**src/design/rhd_defines.vh**
```
`ifndef RHD_DEFINES_VH
`define RHD_DEFINES_VH

// Register offsets within the host controller operational space.
`define RHD_DESC_A_OFFSET 8'h48
`define RHD_DESC_B_OFFSET 8'h4c

// Descriptor A field positions.
`define RHD_PGWAIT_MSB 31
`define RHD_PGWAIT_LSB 24
`define RHD_NO_OC_BIT 12
`define RHD_OC_MODE_BIT 11
`define RHD_COMPOUND_BIT 10
`define RHD_ALWAYS_PWR_BIT 9
`define RHD_SW_MODE_BIT 8
`define RHD_PORT_CNT_MSB 7
`define RHD_PORT_CNT_LSB 0

// Descriptor A reset values.
`define RHD_PGWAIT_RESET 8'hff
`define RHD_NO_OC_RESET 1'b0
`define RHD_ALWAYS_PWR_RESET 1'b0
`define RHD_SW_MODE_RESET 1'b1
`define RHD_PORT_CNT_VALUE 8'h01

// Descriptor B field positions and reset values.
`define RHD_MASK_MSB 31
`define RHD_MASK_LSB 16
`define RHD_REMOV_MSB 15
`define RHD_REMOV_LSB 0
`define RHD_MASK_RESET 16'h0002
`define RHD_REMOV_RESET 16'h0000

// Number of physical downstream ports with power control.
`define RHD_NUM_PORTS 1

// Power-on to power-good time unit.
`define RHD_PGWAIT_UNIT_MS 2

`endif

```
**src/design/rhd_root_hub_descriptor_a_reg.v**
```verilog
// Rules from the document behind this block
// Driver waits power-good field (bits 31:24) times 2 ms before touching a powered port.
// Bit 12 set means no overcurrent protection; clear means mode bit selects reporting.
// Bit 11 selects collective (0) or per-port (1) overcurrent reporting, valid when bit 12 clear.
// Reset loads the overcurrent reporting mode bit with the power switch mode value.
// Bit 10 is read-only and always reads zero.
// Bit 9 clear means ports are switched; set means always powered.
// Bit 8 clear powers all ports together; valid only when bit 9 clear.
// In per-port mode, masked ports follow port commands, unmasked ports follow global ones.
// Bits 7:0 are a read-only port count, between 1 and 15.
// Software writes reserved bits 23:13 as zero.
// Port power control mask lives in descriptor B bits 31:16; bit 0 reserved.
`timescale 1ns/10ps
`include "rhd_defines.vh"

module rhd_root_hub_descriptor_a_reg (
    input wire sys_clk_i,
    input wire arst_n_i,
    input wire [7:0] reg_addr_i,
    input wire reg_wr_i,
    input wire reg_rd_i,
    input wire [31:0] reg_wdata_i,
    input wire global_power_on_cmd_i,
    input wire global_power_off_cmd_i,
    input wire [`RHD_NUM_PORTS:1] per_port_power_on_cmd_i,
    input wire [`RHD_NUM_PORTS:1] per_port_power_off_cmd_i,
    output reg [31:0] reg_rdata_o,
    output reg [`RHD_NUM_PORTS:1] port_power_o,
    output reg oc_protect_absent_o,
    output reg oc_per_port_o,
    output reg [7:0] power_good_wait_time_o
);

    // Stored fields of descriptor A.
    reg [7:0] power_good_wait_time_ff;
    reg no_overcurrent_protect_ff;
    reg overcurrent_report_mode_ff;
    reg always_powered_flag_ff;
    reg power_switch_mode_ff;

    // Stored fields of descriptor B.
    reg [15:0] port_power_control_mask_ff;
    reg [15:0] device_removable_ff;

    // Next values of the stored fields.
    reg [7:0] nxt_power_good_wait_time;
    reg nxt_no_overcurrent_protect;
    reg nxt_overcurrent_report_mode;
    reg nxt_always_powered_flag;
    reg nxt_power_switch_mode;
    reg [15:0] nxt_port_power_control_mask;
    reg [15:0] nxt_device_removable;

    // Next values of the registered outputs.
    reg [31:0] nxt_rdata;
    reg nxt_oc_per_port;
    wire [`RHD_NUM_PORTS:1] nxt_port_power;

    // Assembled register images and decoded strobes.
    wire compound_device_flag;
    wire [31:0] desc_a_value;
    wire [31:0] desc_b_value;
    wire sel_a;
    wire sel_b;
    wire wr_a;
    wire wr_b;

    // The offset compare is shared by the write strobes and the read mux.
    function addr_hit;
        input [7:0] addr;
        input [7:0] offset;
        begin
            addr_hit = (addr == offset);
        end
    endfunction

    assign compound_device_flag = 1'b0;

    assign sel_a = addr_hit(reg_addr_i, `RHD_DESC_A_OFFSET);
    assign sel_b = addr_hit(reg_addr_i, `RHD_DESC_B_OFFSET);
    assign wr_a = reg_wr_i && sel_a;
    assign wr_b = reg_wr_i && sel_b;

    // Reserved bits 23:13 are not stored, so they read back as zero whatever is written.
    assign desc_a_value = {power_good_wait_time_ff, 11'h000, no_overcurrent_protect_ff,
                           overcurrent_report_mode_ff, compound_device_flag,
                           always_powered_flag_ff, power_switch_mode_ff,
                           `RHD_PORT_CNT_VALUE};
    assign desc_b_value = {port_power_control_mask_ff, device_removable_ff};

    // Descriptor A next values; the port count and the compound flag have no storage.
    always @* begin
        nxt_power_good_wait_time = power_good_wait_time_ff;
        nxt_no_overcurrent_protect = no_overcurrent_protect_ff;
        nxt_overcurrent_report_mode = overcurrent_report_mode_ff;
        nxt_always_powered_flag = always_powered_flag_ff;
        nxt_power_switch_mode = power_switch_mode_ff;
        if (wr_a) begin
            nxt_power_good_wait_time = reg_wdata_i[`RHD_PGWAIT_MSB:`RHD_PGWAIT_LSB];
            nxt_no_overcurrent_protect = reg_wdata_i[`RHD_NO_OC_BIT];
            nxt_overcurrent_report_mode = reg_wdata_i[`RHD_OC_MODE_BIT];
            nxt_always_powered_flag = reg_wdata_i[`RHD_ALWAYS_PWR_BIT];
            nxt_power_switch_mode = reg_wdata_i[`RHD_SW_MODE_BIT];
        end
    end

    always @(posedge sys_clk_i or negedge arst_n_i) begin
        if (!arst_n_i) begin
            power_good_wait_time_ff <= `RHD_PGWAIT_RESET;
        end else begin
            power_good_wait_time_ff <= nxt_power_good_wait_time;
        end
    end

    always @(posedge sys_clk_i or negedge arst_n_i) begin
        if (!arst_n_i) begin
            no_overcurrent_protect_ff <= `RHD_NO_OC_RESET;
        end else begin
            no_overcurrent_protect_ff <= nxt_no_overcurrent_protect;
        end
    end

    // Reporting style starts out matching the switching style.
    always @(posedge sys_clk_i or negedge arst_n_i) begin
        if (!arst_n_i) begin
            overcurrent_report_mode_ff <= `RHD_SW_MODE_RESET;
        end else begin
            overcurrent_report_mode_ff <= nxt_overcurrent_report_mode;
        end
    end

    always @(posedge sys_clk_i or negedge arst_n_i) begin
        if (!arst_n_i) begin
            always_powered_flag_ff <= `RHD_ALWAYS_PWR_RESET;
        end else begin
            always_powered_flag_ff <= nxt_always_powered_flag;
        end
    end

    always @(posedge sys_clk_i or negedge arst_n_i) begin
        if (!arst_n_i) begin
            power_switch_mode_ff <= `RHD_SW_MODE_RESET;
        end else begin
            power_switch_mode_ff <= nxt_power_switch_mode;
        end
    end

    // Descriptor B next values. Mask bit 0 has no port behind it and stays zero.
    always @* begin
        nxt_port_power_control_mask = port_power_control_mask_ff;
        nxt_device_removable = device_removable_ff;
        if (wr_b) begin
            nxt_port_power_control_mask = {reg_wdata_i[`RHD_MASK_MSB:`RHD_MASK_LSB + 1], 1'b0};
            nxt_device_removable = reg_wdata_i[`RHD_REMOV_MSB:`RHD_REMOV_LSB];
        end
    end

    always @(posedge sys_clk_i or negedge arst_n_i) begin
        if (!arst_n_i) begin
            port_power_control_mask_ff <= `RHD_MASK_RESET;
        end else begin
            port_power_control_mask_ff <= nxt_port_power_control_mask;
        end
    end

    always @(posedge sys_clk_i or negedge arst_n_i) begin
        if (!arst_n_i) begin
            device_removable_ff <= `RHD_REMOV_RESET;
        end else begin
            device_removable_ff <= nxt_device_removable;
        end
    end

    // Per-port power switching. Unless always powered, on and off from the same source together leave the port off, the safe choice.
    genvar p;
    generate
        for (p = 1; p <= `RHD_NUM_PORTS; p = p + 1) begin : g_port
            reg nxt_power;
            always @* begin
                nxt_power = port_power_o[p];
                if (always_powered_flag_ff) begin
                    nxt_power = 1'b1;
                end else if (power_switch_mode_ff && port_power_control_mask_ff[p]) begin
                    if (per_port_power_off_cmd_i[p]) begin
                        nxt_power = 1'b0;
                    end else if (per_port_power_on_cmd_i[p]) begin
                        nxt_power = 1'b1;
                    end
                end else begin
                    if (global_power_off_cmd_i) begin
                        nxt_power = 1'b0;
                    end else if (global_power_on_cmd_i) begin
                        nxt_power = 1'b1;
                    end
                end
            end
            assign nxt_port_power[p] = nxt_power;
        end
    endgenerate

    // Unmapped offsets read as zero rather than aliasing a register.
    always @* begin
        nxt_rdata = 32'h0000_0000;
        if (sel_a) begin
            nxt_rdata = desc_a_value;
        end else if (sel_b) begin
            nxt_rdata = desc_b_value;
        end
    end

    // The mode bit only has meaning while protection is present.
    always @* begin
        nxt_oc_per_port = !no_overcurrent_protect_ff && overcurrent_report_mode_ff;
    end

    // Read data holds between strobes so software may sample it late.
    always @(posedge sys_clk_i or negedge arst_n_i) begin
        if (!arst_n_i) begin
            reg_rdata_o <= 32'h0000_0000;
        end else if (reg_rd_i) begin
            reg_rdata_o <= nxt_rdata;
        end
    end

    always @(posedge sys_clk_i or negedge arst_n_i) begin
        if (!arst_n_i) begin
            port_power_o <= {`RHD_NUM_PORTS{1'b0}};
        end else begin
            port_power_o <= nxt_port_power;
        end
    end

    // The wait time is only reported; enforcing it is left to the driver.
    always @(posedge sys_clk_i or negedge arst_n_i) begin
        if (!arst_n_i) begin
            oc_protect_absent_o <= 1'b0;
            oc_per_port_o <= 1'b0;
            power_good_wait_time_o <= 8'h00;
        end else begin
            oc_protect_absent_o <= no_overcurrent_protect_ff;
            oc_per_port_o <= nxt_oc_per_port;
            power_good_wait_time_o <= power_good_wait_time_ff;
        end
    end

endmodule

```
**config.mk**
```make
export PLATFORM = sky130hd
export DESIGN_NAME = rhd_root_hub_descriptor_a_reg
export DESIGN_NICKNAME = d
export VERILOG_FILES = /design/src/design/rhd_root_hub_descriptor_a_reg.v
export VERILOG_INCLUDE_DIRS = /design/src /design/src/design
export SDC_FILE = /design/constraint.sdc
export NUM_CORES = 1
export LEC_CHECK = 0
export BUFFER_PORTS_ARGS = -buffer_cell sky130_fd_sc_hd__buf_2
export CAP_MARGIN = 15
export CORE_ASPECT_RATIO = 1.75
export CORE_MARGIN = 2
export CORE_UTILIZATION = 47
export DETAILED_ROUTE_END_ITERATION = 12
export HOLD_SLACK_MARGIN = 0.12
export PLACE_DENSITY_LB_ADDON = 0.15
export SETUP_SLACK_MARGIN = 0.5
export SLEW_MARGIN = 40
export SYNTH_ARGS = -nofsm -noshare
export SYNTH_HDL_FRONTEND = slang
export SYNTH_SLANG_ARGS = --single-unit
```
**constraint.sdc**
```tcl
create_clock -name sys_clk_i -period 1.66 [get_ports sys_clk_i]
set_input_delay 0.249 -clock sys_clk_i [delete_from_list [all_inputs] [get_ports sys_clk_i]]
set_output_delay 0.249 -clock sys_clk_i [all_outputs]
set_load 0.05 [all_outputs]
```
Word-level counts from Yosys, hierarchy flattened
Cells that the tools add are included.

operators by class
  equal/unequal tests = 3
  multiplexer cells = 8
  reductions and logical operators = 7

operators with widths
  operator                                                          number
  32-bit 2-to-1 mux                                                 2
  8-bit by 7-bit == test with 1-bit output (second input constant)  2
  1-bit 2-to-1 mux                                                  6
  1-bit logical AND                                                 4
  4-bit inequality test (second input constant)                     1
  4-bit nonzero test                                                1
  2-bit AND reduction                                               1
  1-bit logical NOT                                                 1

storage, ports and cells
  bits in registers = 86
  output and inout bits = 43
  logic and storage cells = 30

Depth between registers and ports, before layout
Gate-level depths: netlist of the first run.

  depth after elaboration = 4
  gate-level depth with buffers = 5
  depth with buffers taken out = 3

Worst setup path after synthesis of the first run
OpenSTA, ideal clock, no wires.

  kind = in2reg
  start point = in reg_addr_i[7]
  end point = reg device_removable_ff[0]
  library setup time = 0.125 ns
  arrival time = 1.234 ns
  setup slack = 0.301 ns
  stages = 4
  buffers on the path = 1
  path through = and4bb_2 nand4_4 buf_6 mux2_4

on the way
  cells in the longest elaborated chain, start to end = 2

ends and longest elaborated chain
  what                                      line                                 text
  start, declared                           rhd_root_hub_descriptor_a_reg.v:19   input wire [7:0] reg_addr_i,
  8-bit by 7-bit == test with 1-bit output  rhd_root_hub_descriptor_a_reg.v:73   addr_hit = (addr == offset);
  1-bit logical AND                         rhd_root_hub_descriptor_a_reg.v:82   assign wr_b = reg_wr_i && sel_b;
  end signal, assigned                      rhd_root_hub_descriptor_a_reg.v:168  device_removable_ff <= `RHD_REMOV_RESET;
  end signal, assigned                      rhd_root_hub_descriptor_a_reg.v:170  device_removable_ff <= nxt_device_removable;
  end, declared                             rhd_root_hub_descriptor_a_reg.v:43   reg [15:0] device_removable_ff;

No other way between the ends.
A chain may end at the register's enable or synchronous reset.

Final worst setup path of the first run
  start point = in reg_addr_i[0]
  end point = reg device_removable_ff[9]

The elaborated chain is that of the path after synthesis.

==> flow_metrics.tcl, run 1 <==
set metrics [dict create \
    p_int_mw 3.508 \
    yosysSeqAreaShare_pct 61.35 \
    ir_worst_vdd_mv 0.7126 \
    drtIter0Drc 143 \
    start_util_pct 48.59 \
    syn_inst 232 \
    ant_nets 0 \
    powerDensity_mw_per_mm2 944.3 \
    drt-total-wl_um 7391 \
    switching_share_pct 21.34 \
    syn_nets 280 \
    cp-end-kind "flop" \
    finClkSkew_ps 6.069 \
    p_leak_nw 2.388 \
    io_pins 91 \
    seqPwrFrac_pct 49.0 \
    ctsLongestPathBuffers 2 \
    power_frac_clock_pct 43.1 \
    grt_max_degree 35 \
    pre_cts_slack_ps 79.36 \
    fillCellCount 557 \
    hold_violations 0 \
    holdWs_ps 147.7 \
    cts_tree "done" \
    synth_area_sq_mm 0.003490 \
    drc_errors 0 \
    ys_seq_elements 85 \
    finalSetupTns_ps 0 \
    viasPerCell 5.179 \
    cp_data_arrival_time_ps 1380 \
    gp_congestion 0.7026 \
    ctsHtreeMaxLevel 3 \
    fin_crit_ps 1171 \
    grt_use_total_pct 19.15 \
    insertion_delay_ps 330 \
    cts_root_buf "clkbuf_16" \
    synth.distinct_cells 24 \
    antenna_found_initial 0 \
    startpoint_type "input pin" \
    cp.required_ps 1870 \
    nets 388 \
    grt_pass1_wl_um 12260 \
    p_switching_mw 0.9517 \
    worstSetupPathType "in -> reg" \
    avgSynthCellArea_sq_um 15.04 \
    setup_viol_count_final 0 \
    core_area_sq_mm 0.007182 \
    cp_max_fo 21 \
    die_area_sq_mm 0.008157 \
    syn_to_final_growth_pct 35.32 \
    layout_setup_ws_ps 488.6 \
    drive_gt1_share_pct 57.27 \
    power_frac_comb_pct 8.0 \
    chipWidth_um 69.14 \
    max_freq_ghz 0.8537 \
    hold_path.class "in -> reg" \
    wl_per_cell_um 17.19 \
    hpwl_um 4959 \
    yosys_warnings 0 \
    diodes 0 \
    drv_slew 0 \
    firstDrtPassIters 4 \
    cts_num_sinks 85 \
    cts_made_buffers 9 \
    gr-total-overflow 0 \
    detailroute.via_count 2227 \
    die_h_um 118.0 \
    finalCritPeriodShare_pct 70.57 \
    core.rowCount 41 \
    status "complete, no violations" \
    grt_pass1_vias 2444 \
    port_buffers 88 \
    drv_cap 0 \
    grt_setup_unrepaired "true" \
    path_clk_slew_ps 60 \
]
critical path, stage by stage:
cell and delay [ps]:
buf_2 100, and4bb_4 380, nand4_4 130, buf_12 210
mux2_4 310
registers in the layout (all words and copies together), names as in the netlist:
| signal | flops |
|---|---|
| oc_per_port_o | 1 |
| reg_rdata_o | 31 |
| always_powered_flag_ff | 1 |
| power_good_wait_time_o | 8 |
| overcurrent_report_mode_ff | 1 |
| port_power_control_mask_ff | 15 |
| oc_protect_absent_o | 1 |
| no_overcurrent_protect_ff | 1 |
| power_switch_mode_ff | 1 |
| device_removable_ff | 16 |
| port_power_o | 1 |
| power_good_wait_time_ff | 8 |
kinds of logic (layout without fill, tap and decap cells):
group,Yosys count,count (layout),share of synthesized area (%)
AOI/OAI and AO/OA,33,33,8.175
buffers and inverters,16,128,2.796
DFF,85,85,61.35
muxes,55,55,20.98
other,1,1,0.1075
and+or+nand+nor,42,42,6.598
power by group through the flow:
stage / Clock, mW / Sequential, mW / Combinational, mW
after floorplan: 0 / 2.26 / 0.141
after global routing: 2.06 / 2.19 / 0.388
after CTS: 1.96 / 2.18 / 0.357
after detailed placement: 0 / 2.22 / 0.344
after global placement: 0 / 2.22 / 0.337
final: 1.92 / 2.18 / 0.355
cell usage after synthesis, drive strengths merged:
cell     instances  area share (%)
nand4b           1            0.68
conb             1            0.11
dfrtp           74              53
o211ai           1            0.22
nor2b            2            0.36
buf              9             2.0
o31ai            1            0.22
nand4            1            0.61
dfstp           11             8.3
nand3            1            0.29
o2bb2ai         30             7.5
or3              1            0.18
mux2            55              21
and4bb           1            0.36
nand2           32             3.4
clkbuf           6            0.65
nor2             2            0.22
nor3             1            0.47
inv              1            0.11
a211oi           1            0.22
metrics by stage:
| step | util [%] | area, sq um | total power, mW | instances |
|---|---|---|---|---|
| after CTS | 63.76 | 4579 | 4.503 | 421 |
| after detailed placement | 56.59 | 4064 | 2.561 | 401 |
| after floorplan | - | 3503 | 2.398 | 232 |
| after global placement | 56.59 | 4064 | 2.552 | 401 |
| after global routing | 65.75 | 4722 | 4.635 | 430 |
| final | 65.75 | 4722 | 4.459 | 430 |
final timing paths:
kind	from	end	slack, ps	cells after the start
max	reg_addr_i[0]	device_removable_ff[9]$_DFFE_PN0P_	490	5
max in group asynchronous	arst_n_i	reg_rdata_o[6]$_DFFE_PN0P_	640	3
max reg2reg	port_power_o$_DFFE_PN0P_	port_power_o$_DFFE_PN0P_	560	3
min	reg_wdata_i[20]	port_power_control_mask_ff[4]$_DFFE_PN0P_	150	2
min reg2reg	power_good_wait_time_ff[7]$_DFFE_PN1P_	power_good_wait_time_o[7]$_DFF_PN0_	400	0
min in group asynchronous	arst_n_i	reg_rdata_o[31]$_DFFE_PN0P_	390	2
routing by layer:
metal	global-route usage, %	part of all wire, %
met1	24.01	41
met4	6.985	1.7
met5	0	0
met2	31.91	52
met3	4.709	4.9
cells in the final DEF, fill, tap and decap left out, types with 9 or more instances in the layout:
master	n
dfrtp_1	73
buf_2	45
buf_6	35
nand2_1	31
mux2_4	30
o2bb2ai_1	29
buf_4	26
mux2_2	25
dfstp_2	11
clkbuf_16	9
repair_timing:
| item | 4_1_cts | 5_1_grt |
|---|---|---|
| hold buffers | 1 | 0 |
| pin swaps | 3 | 1 |
| cloned | 0 | 0 |
| hold endpoints to repair | 24 | 0 |
| buffers inserted | 4 | 9 |
| resized for setup | 59 | 24 |
| endpoints found under the setup margin | 97 | 82 |
area by class of cell:
type	instances	area [sq um]	area share, %
Inverter	1	3.754	0.07949
Sequential cell	85	2142	45.36
Multi-Input combinational cell	131	1271	26.92
Tap cell	86	107.6	2.279
Timing Repair Buffer	112	912.1	19.32
Clock buffer	13	250.2	5.299
Clock inverter	2	35.03	0.7419
No activity file was read; power rests on OpenSTA's default activity.
==> inputs of run 2 (changes only) <==
--- a/config.mk
+++ b/config.mk
@@ -6,6 +6,7 @@
 export SDC_FILE = /design/constraint.sdc
 export NUM_CORES = 1
 export LEC_CHECK = 0
+export ABC_AREA = 1
 export BUFFER_PORTS_ARGS = -buffer_cell sky130_fd_sc_hd__buf_2
 export CAP_MARGIN = 15
 export CORE_ASPECT_RATIO = 1.75
==> constraint.sdc (replaced) <==
create_clock -name sys_clk_i -period 1.1 [get_ports sys_clk_i]
set_input_delay 0.165 -clock sys_clk_i [delete_from_list [all_inputs] [get_ports sys_clk_i]]
set_output_delay 0.165 -clock sys_clk_i [all_outputs]
set_load 0.05 [all_outputs]
==> flow_metrics.tcl, run 2 <==
set metrics [dict create \
    critical_path.cell_chain "buf_8" \
    start_util_pct 48.37 \
    ctsHtreeMaxLevel 3 \
    reg_top3 "reg_rdata_o: 31 flops, device_removable_ff: 16 flops, port_power_control_mask_ff: 15 flops" \
    synth.distinct_cells 21 \
    crit_family "flip-flops" \
    pre_cts_slack_ps -147.1 \
    io_pins 91 \
    grt_max_degree 42 \
    drt-total-wl_um 13850 \
    reg2reg_from "power_switch_mode_ff$_DFFE_PN1P_" \
    cts_root_buf "clkbuf_16" \
    drive_gt1_share_pct 70.22 \
    layout_setup_ws_ps -17.25 \
    hold_path.class "in -> async" \
    r2r_end "port_power_o$_DFFE_PN0P_" \
    synth_edf_count 0 \
    powerDensity_mw_per_mm2 1157 \
    fin_crit_ps 1117 \
    status "complete, but fails checks" \
    synth_top_area_share_pct 52.93 \
    drv_slew 0 \
    port_buffers 88 \
    ctsLongestPathBuffers 2 \
    placed_cells 571 \
    yosys_warnings 0 \
    avgSynthCellArea_sq_um 8.790 \
    detailroute.via_count 3656 \
    insertion_delay_ps 350 \
    drc_errors 0 \
    holdWs_ps -307.3 \
    die_area_sq_mm 0.008176 \
    cp.buffers_inverters 1 \
    finalCritPeriodShare_pct 101.6 \
    cts_tree "done" \
    chipWidth_um 69.22 \
    fin_cells 630 \
    final_common_cell "nand2_1" \
    yosys-top-cells-area "dfrtp_1 (53%), nand2_1 (18%), dfstp_2 (8.3%)" \
    cp_data_arrival_time_ps 950 \
    ir_worst_vdd_mv 1.025 \
    grt_use_total_pct 28.11 \
    violations "hold timing, setup timing" \
    largest_reg_flops 31 \
    hold_violations 54 \
    cp_slowest_stage_delay_ps 430 \
    setup_viol_count_final 4 \
    worstSetupPathType "reg -> out" \
    yosysSeqAreaShare_pct 61.19 \
    syn_to_final_growth_pct 81.01 \
    nets 587 \
    yosysTopAreaCell "dfrtp_1" \
    cts_num_sinks 85 \
    cp-end-kind "primary output" \
    synth_common_cells "nand2_1 (168), dfrtp_1 (74), nand3_1 (43)" \
    synth_area_sq_mm 0.003498 \
    grt_setup_unrepaired "true" \
    die_h_um 118.1 \
    startpoint_type "flop" \
    cp_max_fo 2 \
    firstDrtPassIters 5 \
    post-synth-top-count-cell "nand2_1" \
    diodes 0 \
    r2r_cells 4 \
    syn_inst 398 \
    grt_pass1_vias 3517 \
    gp_congestion 0.7862 \
    viasPerCell 5.803 \
    ys_seq_elements 85 \
    reg2reg_slack_ps 100 \
    final_cell_mix "nand2_1 (92), nand2_2 (56), buf_8 (48)" \
    synthArstFlopShare_pct 100.0 \
    ant_nets 0 \
    core.rowCount 41 \
    synth_flop_cell "dfrtp_1" \
    finClkSkew_ps 7.982 \
    core_area_sq_mm 0.007233 \
    syn_nets 446 \
    drv_cap 0 \
    p_leak_nw 3.155 \
    path_clk_slew_ps 70 \
    worst_path_max_delay_cell "dfrtp_2" \
    antenna_found_initial 0 \
    cp.required_ps 940 \
    wl_per_cell_um 21.99 \
    grt_pass1_wl_um 17890 \
    top_register "reg_rdata_o" \
    max_freq_ghz 0.8951 \
    drtIter0Drc 499 \
    cts_made_buffers 9 \
    gr-total-overflow 0 \
    hpwl_um 5815 \
]
==> run 2: cell types whose count changed after synthesis, sizes merged, moves of 5 or more <==
cell     previous run  this run
mux2               55         0
nand2              32       170
buf                 9        14
o2bb2ai            30         0
nand3               1        44
o21ai               0        45
inv                 1        22
==> run 2: worst max-delay path by stage <==
stage / start / to / slack (ps) / depth (start not counted)
2_1_floorplan: reg_addr_i[5] / device_removable_ff[0]$_DFFE_PN0P_ / 100 / 7
3_3_place_gp: reg_addr_i[5] / reg_rdata_o[6]$_DFFE_PN0P_ / -110 / 8
3_5_place_dp: reg_addr_i[5] / port_power_control_mask_ff[11]$_DFFE_PN0P_ / -150 / 8
4_1_cts: reg_rdata_o[11]$_DFFE_PN0P_ / reg_rdata_o[11] / 10 / 1
5_1_grt: reg_rdata_o[12]$_DFFE_PN0P_ / reg_rdata_o[12] / -20 / 1
6_report: reg_rdata_o[0]$_DFFE_PN0P_ / reg_rdata_o[0] / -20 / 1
==> run 2: power by group <==
part / switching, mW / total [mW] / internal, mW
clock: 1.25 / 3.19 / 1.93
combinational: 0.476 / 0.792 / 0.316
sequential: 0.103 / 3.35 / 3.24
==> run 2: area by class of cell <==
type | instances | area (sq um)
Timing Repair inverter | 3 | 38.79
Sequential cell | 85 | 2195
Multi-Input combinational cell | 268 | 1861
Tap cell | 86 | 107.6
Fill cell | 310 | 900.9
Clock buffer | 12 | 266.5
Timing Repair Buffer | 150 | 1702
Inverter | 22 | 117.6
Clock inverter | 4 | 45.04
==> run 2: through the flow <==
stage	instance area [sq um]	util [%]	power, mW	TNS [ps]
2_1_floorplan	3691	-	3.589	0
6_report	6332	87.55	7.324	-32.59
5_1_grt	6332	87.55	7.546	-127.5
4_1_cts	5683	78.57	7.091	0
3_5_place_dp	4294	59.37	3.865	-5621
3_3_place_gp	4294	59.37	3.849	-4510
==> run 2: logic make-up (layout without fill, tap and decap cells) <==
logic type	Yosys count	count (layout)	share of synthesized area [%]
AOI/OAI and AO/OA	46	46	6.581
buffers and inverters	45	191	5.579
DFF	85	85	61.19
other	1	1	0.1072
and+or+nand+nor	221	221	26.54
==> run 2: repair_timing <==
item / 4_1_cts / 5_1_grt
setup endpoints to repair: 126 / 127
hold endpoints to repair: 123 / 122
pin swaps: 62 / 51
gates cloned: 10 / 1
gates resized for setup: 218 / 151
buffers inserted: 27 / 5
==> run 2: per-layer routing <==
layer  vias up  routed length (um)  part of all wire, %  global-route usage [%]
li1       1547                   -                    -                       -
met1      1820                4857                   35                   33.30
met2       225                7304                   53                   47.72
met3        64                 850                  6.1                   6.053
met4         0                 840                  6.1                   13.97
met5         -                   0                    0                       0
